### src/vmon2_map.svh
// constants for the second voltage monitor control block
`ifndef VMON2_MAP_SVH
`define VMON2_MAP_SVH
`define VMON2_LVL_W            4
`define VMON2_DIV_W            2
`define VMON2_FILT_DIS_RST     1'b1
`define VMON2_IRQ_RST_SEL_RST  1'b0
`define VMON2_FILT_CNT_W       5
`define VMON2_FILT_SAMPLES     3'h3
`define VMON2_CLK_MHZ          50
`define VMON2_RST_HOLD_NS      100
`define VMON2_RST_HOLD_CYC     ((`VMON2_RST_HOLD_NS * `VMON2_CLK_MHZ + 999) / 1000)
`endif

### src/vmon2_pkg.sv
// types for the second voltage monitor control block
package vmon2_pkg;
    typedef struct packed {
        logic       detector_enable;
        logic       compare_output_enable;
        logic       irq_reset_enable;
        logic       reset_or_irq_sel;
        logic       reset_negation_sel;
        logic       filter_disable;
        logic [1:0] filter_sample_div;
        logic [3:0] threshold_level_sel;
        logic [1:0] irq_timing_sel;
        logic       irq_type_sel;
    } vmon2_cfg_s;

    typedef enum logic [1:0] {
        VMON2_IDLE   = 2'b00,
        VMON2_ASSERT = 2'b01,
        VMON2_HOLD   = 2'b10
    } vmon2_rst_e;
endpackage : vmon2_pkg

### src/vmon2_ctrl.sv
// control logic of the second supply-voltage monitor channel
`timescale 1ns/100ps
`include "vmon2_map.svh"
// Contract
// Software picks the threshold level before enabling; four bits here, two in the small variant.
// Software waits the detector settle time after enabling before dependent steps.
// The filter samples on the low-speed oscillator divided by 2, 4, 8 or 16.
// Software waits 2n+3 oscillator cycles after filter enable and after output disable.
// Filter disable is active high: 0 filters, 1 bypasses.
// A detection causes a reset when the reset/interrupt select is 1.
// A detection raises an interrupt when the reset/interrupt select is 0.
// Interrupt mode has a two-bit timing select and a one-bit type select.
// Reset mode has a negation select that decides when reset releases.
// Software clears the detect flag before setting the interrupt/reset enable.
// Interrupt or reset is issued only while the interrupt/reset enable is 1.
// In the filtered variant software sets the compare output enable last.
// Unfiltered interrupt mode waits 2 us after output enable, clears flag, then enables.
// Unfiltered reset mode enables interrupt/reset before the detector, output after settling.
// Disable order: output off, wait, interrupt/reset off, filter off, detector off.
// Other bits change only after detector, interrupt/reset and output enables are clear.
// With compare output disabled no flag is set and no interrupt or reset is issued.
module vmon2_ctrl
    import vmon2_pkg::*;
(
    input  wire logic       clk,
    input  wire logic       resetn,
    input  wire vmon2_cfg_s cfg,
    input  wire logic       detect_flag_clr,
    input  wire logic       cmp_below_pin,
    input  wire logic       low_speed_osc_pin,
    output logic            detector_on,
    output logic [3:0]      level_out,
    output logic            detect_flag,
    output logic            monitor_level,
    output logic            irq_req,
    output logic            irq_level_type,
    output logic            reset_req
);
    logic       cmp_s1;
    logic       cmp_s2;
    logic       osc_s1;
    logic       osc_s2;
    logic       osc_s3;
    logic       osc_tick;
    logic       filt_val;
    logic       mon_now;
    logic       mon_prev;
    logic       rise_ev;
    logic       fall_ev;
    logic       event_hit;
    logic       gate_on;
    logic       irq_ev;
    logic       rst_ev;
    logic [3:0] hold_cnt;
    vmon2_rst_e rst_state;
    vmon2_rst_e next_rst_state;

    // both async inputs pass two flops before use
    always_ff @(posedge clk)
    begin
        if (!resetn)
        begin
            cmp_s1 <= 1'b0;
            cmp_s2 <= 1'b0;
            osc_s1 <= 1'b0;
            osc_s2 <= 1'b0;
            osc_s3 <= 1'b0;
        end
        else
        begin
            cmp_s1 <= cmp_below_pin;
            cmp_s2 <= cmp_s1;
            osc_s1 <= low_speed_osc_pin;
            osc_s2 <= osc_s1;
            osc_s3 <= osc_s2;
        end
    end

    assign osc_tick = osc_s2 && !osc_s3;

    vmon2_filter u_filter (
        .clk               (clk),
        .resetn            (resetn),
        .osc_tick          (osc_tick),
        .filter_sample_div (cfg.filter_sample_div),
        .raw_in            (cmp_s2),
        .filt_out          (filt_val)
    );

    // bypass when the disable bit is 1; see
    assign mon_now   = cfg.filter_disable ? cmp_s2 : filt_val;
    assign gate_on   = cfg.detector_enable && cfg.compare_output_enable;
    assign rise_ev   = mon_now && !mon_prev;
    assign fall_ev   = !mon_now && mon_prev;
    // timing select: 0 drop below, 1 rise above, other both edges; see
    assign event_hit = gate_on && ((cfg.irq_timing_sel == 2'b00) ? rise_ev :
                                   (cfg.irq_timing_sel == 2'b01) ? fall_ev :
                                   (rise_ev || fall_ev));
    assign irq_ev    = event_hit && cfg.irq_reset_enable && !cfg.reset_or_irq_sel;
    assign rst_ev    = gate_on && rise_ev && cfg.irq_reset_enable
                       && cfg.reset_or_irq_sel;
    assign detector_on    = cfg.detector_enable;
    assign level_out      = cfg.threshold_level_sel;
    assign irq_level_type = cfg.irq_type_sel;

    // set wins over clear
    always_ff @(posedge clk)
    begin
        if (!resetn)
        begin
            mon_prev      <= 1'b0;
            detect_flag   <= 1'b0;
            monitor_level <= 1'b0;
            irq_req       <= 1'b0;
        end
        else
        begin
            mon_prev      <= mon_now;
            monitor_level <= gate_on && mon_now;
            detect_flag   <= event_hit || rst_ev || (detect_flag && !detect_flag_clr);
            irq_req       <= irq_ev;
        end
    end

    // negation select 0: release a fixed time after level recovers; 1: release on flag clear
    always_comb
    begin
        next_rst_state = rst_state;
        case (rst_state)
            VMON2_IDLE:
                if (rst_ev)
                    next_rst_state = VMON2_ASSERT;
            VMON2_ASSERT:
                if (cfg.reset_negation_sel ? (detect_flag_clr && !rst_ev) : !mon_now)
                    next_rst_state = cfg.reset_negation_sel ? VMON2_IDLE : VMON2_HOLD;
            VMON2_HOLD:
                if (mon_now)
                    next_rst_state = VMON2_ASSERT;
                else if (hold_cnt == 4'(`VMON2_RST_HOLD_CYC - 1))
                    next_rst_state = VMON2_IDLE;
            default:
                next_rst_state = VMON2_IDLE;
        endcase
    end

    always_ff @(posedge clk)
    begin
        if (!resetn)
        begin
            rst_state <= VMON2_IDLE;
            hold_cnt  <= 4'h0;
            reset_req <= 1'b0;
        end
        else
        begin
            rst_state <= next_rst_state;
            hold_cnt  <= (rst_state == VMON2_HOLD) ? 4'(hold_cnt + 4'h1) : 4'h0;
            reset_req <= (next_rst_state != VMON2_IDLE);
        end
    end
endmodule : vmon2_ctrl

### src/vmon2_filter.sv
// sampling noise filter clocked by the divided low-speed oscillator tick
`timescale 1ns/100ps
module vmon2_filter
    import vmon2_pkg::*;
(
    input  wire logic       clk,
    input  wire logic       resetn,
    input  wire logic       osc_tick,
    input  wire logic [1:0] filter_sample_div,
    input  wire logic       raw_in,
    output logic            filt_out
);
    logic [4:0] div_cnt;
    logic [4:0] div_last;
    logic       sample_en;
    logic [2:0] hist;
    logic       next_filt;
    logic [4:0] next_div;

    // n = 2,4,8,16 by the two-bit select; see
    assign div_last  = 5'((5'h02 << filter_sample_div) - 5'h01);
    assign sample_en = osc_tick && (div_cnt >= div_last);
    assign next_div  = sample_en ? 5'h00 : (osc_tick ? 5'(div_cnt + 5'h01) : div_cnt);
    // output changes only after three matching samples
    assign next_filt = (hist == 3'b111) ? 1'b1 : ((hist == 3'b000) ? 1'b0 : filt_out);

    always_ff @(posedge clk)
    begin
        if (!resetn)
        begin
            div_cnt  <= 5'h00;
            hist     <= 3'h0;
            filt_out <= 1'b0;
        end
        else
        begin
            div_cnt  <= next_div;
            if (sample_en)
                hist <= {hist[1:0], raw_in};
            filt_out <= next_filt;
        end
    end
endmodule : vmon2_filter

### config.mk
export PLATFORM = sky130hd
export DESIGN_NAME = vmon2_ctrl
export DESIGN_NICKNAME = d
export VERILOG_FILES = /design/src/vmon2_pkg.sv /design/src/vmon2_ctrl.sv /design/src/vmon2_filter.sv
export VERILOG_INCLUDE_DIRS = /design/src /design/src/src
export SDC_FILE = /design/constraint.sdc
export NUM_CORES = 1
export LEC_CHECK = 0
export ABC_AREA = 1
export CAP_MARGIN = 20
export CORE_MARGIN = 10
export CORE_UTILIZATION = 50
export CTS_CLUSTER_SIZE = 16
export DETAILED_ROUTE_END_ITERATION = 16
export DONT_BUFFER_PORTS = 1
export SETUP_SLACK_MARGIN = 0.4
export SLEW_MARGIN = 20
export SYNTH_ARGS = -nofsm -noshare
export SYNTH_HDL_FRONTEND = slang
export SYNTH_SLANG_ARGS = --single-unit
### constraint.sdc
create_clock -name clk -period 1.8 [get_ports clk]
set_clock_uncertainty 0.05 [all_clocks]
set_input_delay 0.36 -clock clk [delete_from_list [all_inputs] [get_ports clk]]
set_output_delay 0.36 -clock clk [all_outputs]
set_load 0.02 [all_outputs]
==> out/results.txt <==
Outcome: finished clean
Count leader, synth: nand2_1
Overall Global Routing Usage: 0.0925
Die area: 4930 sq um
Largest net degree at the start of global routing: 14
Mean Syn Cell Area: 7.73 sq um
DR pass1 iterations: 4
Hpwl dp: 1750 um
Hold Crit Class: input port to flop
DIE HEIGHT: 70.2 um
Post-synth cell types: 27
Setup ws final: 0.404 ns
Post-Syn Area: 1260 sq um
Cell count after synthesis: 163
Synth area leader: dfxtp_1
Primary FF master, synth: dfxtp_1
Required time of the worst setup path: 2.03 ns
Startpoint types: flop
Power per Cell Area: 621 nW/um^2
Seq cells post-synth: 25
Vias: 964
Starting Density: 0.518
EDFF count, synth: 0
Syn nets: 192
Final Slew Violations: 0
RSZ-0062 raised after global routing: yes
Grt total ovfl: 0
H-tree level count: 1
Antenna Cells: 0
Synth warn: 0
Routed vias/inst: 4.99
Initial antenna violation count: 0
Fmax: 0.716 GHz
CP arrival: 1.62 ns
Setup TNS: 0 ns
Number of port buffers: 0
Total Wirelength: 2270 um
Chip Width: 70.2 um
Worst-path clk slew: 0.13 ns
Endpoints failing setup: 0
Number of global-route vias before repair: 948
Maximum VDD drop: 0.605 mV
Max Fanout on Critical Path: 5
Final Hold Fails: 0
Standard-cell rows: 18
Crit path capture type: flop
Core area: 2430 sq um
Hold_ws: 0.0756 ns
RePlAce Congestion: 0.861
Lkg Pwr: 0.644 nW
Root buf cell: clkbuf_4
DRC: 0
Crit share post-route: 0.776
Fraction of layout cells with a size suffix above 1: 0.258
Max Root-Sink Buffers: 2
First-pass GRT wire length: 3860 um
DR iter-0 viols: 28
I/O pin count: 30
Top post-synthesis cells by count: nand2_1, inv_1, dfxtp_1, nor2_1, a21oi_1
CTS Buf Count: 3
Num Clock Sinks: 25
Top cells by area, synth: dfxtp_1, ha_1, nand2_1, inv_1, nor2_1
Area post-placement: 1240 sq um
Clock latency at the later pin of the worst-skew pair: 0.32 ns
Min Tclk post-route: 1.40 ns
Hold_buf cts: 0
Post-synth top area share: 0.397
Post-synth ARST share: 0
Pre-CTS setup slack: 0.295 ns
Layout area overhead: 11.3%
TritonCTS clock tree: yes
Seq/Total Area, Yosys: 0.397
Post-DRT Antenna Nets: 0
Design area: 1400 sq um
Critical path class: flop to flop
Nets: 193
Max-cap viol count: 0
Avg WL per Cell: 11.8 um
[through the flow]
stage | std cells | utilization | total power, W
after global placement | 184 | 0.511 | 0.000625
final | 193 | 0.577 | 0.000871
after floorplan | 163 | - | 0.000643
after detailed placement | 184 | 0.511 | 0.000627
after CTS | 191 | 0.545 | 0.000880
after global routing | 193 | 0.577 | 0.000911
[state kept, by name (all words and copies together) (netlist names)]
register and flops:
u_filter.div_cnt 5, hold_cnt 4, u_filter.hist 3, rst_state 2
cmp_s1 1, cmp_s2 1, detect_flag 1, irq_req 1
mon_prev 1, monitor_level 1, osc_s1 1, osc_s2 1
osc_s3 1, reset_req 1, u_filter.filt_out 1
[routing by layer]
| metal | vias up | GRT usage | wire length [um] |
|---|---|---|---|
| li1 | 494 | - | - |
| met1 | 435 | 0.100 | 954 |
| met2 | 28 | 0.143 | 1100 |
| met3 | 7 | 0.0395 | 165 |
| met4 | 0 | 0.0614 | 51 |
| met5 | - | 0 | 0 |
[placed cells by master (no fill, tap or decap), drive strengths merged]
master | netlist | layout
a21oi | 11 | 11
and2 | 1 | 1
buf | 9 | 5
clkbuf | 0 | 4
conb | 1 | 1
dfxtp | 25 | 25
ha | 9 | 9
inv | 28 | 28
nand2 | 31 | 31
nand3 | 11 | 11
nand3b | 1 | 1
nand4 | 2 | 2
nor2 | 21 | 21
nor3 | 2 | 2
o21ai | 4 | 4
o21bai | 2 | 2
xnor2 | 2 | 2
xor2 | 3 | 3
[report_power, final]
group          internal, W  switching, W  leakage (nW)
Sequential        0.000562    0.00000742         0.206
Combinational    0.0000216     0.0000321         0.423
Clock            0.0000867      0.000161        0.0150
[critical path: stages, from the launching register on]
cell      delay (ns)
dfxtp_2         0.38
nand2_2         0.06
and2_4          0.18
inv_4           0.06
ha_4            0.14
nand3_4         0.07
o21bai_1        0.12
nand3_1         0.10
nand2_1         0.09
nand2_2         0.06
nand2_1         0.06
[what timing repair did]
| action | in CTS | in global routing |
|---|---|---|
| pin swaps | 2 | 9 |
| resized for setup | 10 | 14 |
| endpoints found under the setup margin | 10 | 12 |
| setup buffers | 3 | 2 |
[path summary, 6_finish.rpt]
kind | startpoint | end | slack [ns] | depth (start not counted)
worst max register to register | u_filter.filt_out | reset_req | 0.40 | 10
worst min register to register | cmp_s1 | cmp_s2 | 0.36 | 2
worst min-delay path | resetn | cmp_s2 | 0.08 | 2
worst max-delay path | u_filter.filt_out | reset_req | 0.40 | 10
[cell type report]
cell class | instances | area (sq um)
flip-flops and latches | 25 | 508
inverters | 28 | 108
clock buffers | 4 | 26.3
multi-input cells | 101 | 686
fillers | 231 | 1030
repair buffers | 5 | 37.5
well taps | 30 | 37.5
[logic make-up after synthesis]
logic type / share of synthesized area
other: 0.00298
buffers and inverters: 0.141
AO/OA/AOI/OAI: 0.0775
XOR/XNOR: 0.0348
flip-flops: 0.397
AND/OR/NAND/NOR: 0.257
adder cells (fa/ha/maj): 0.0894
(Power assumes the default switching activity.)
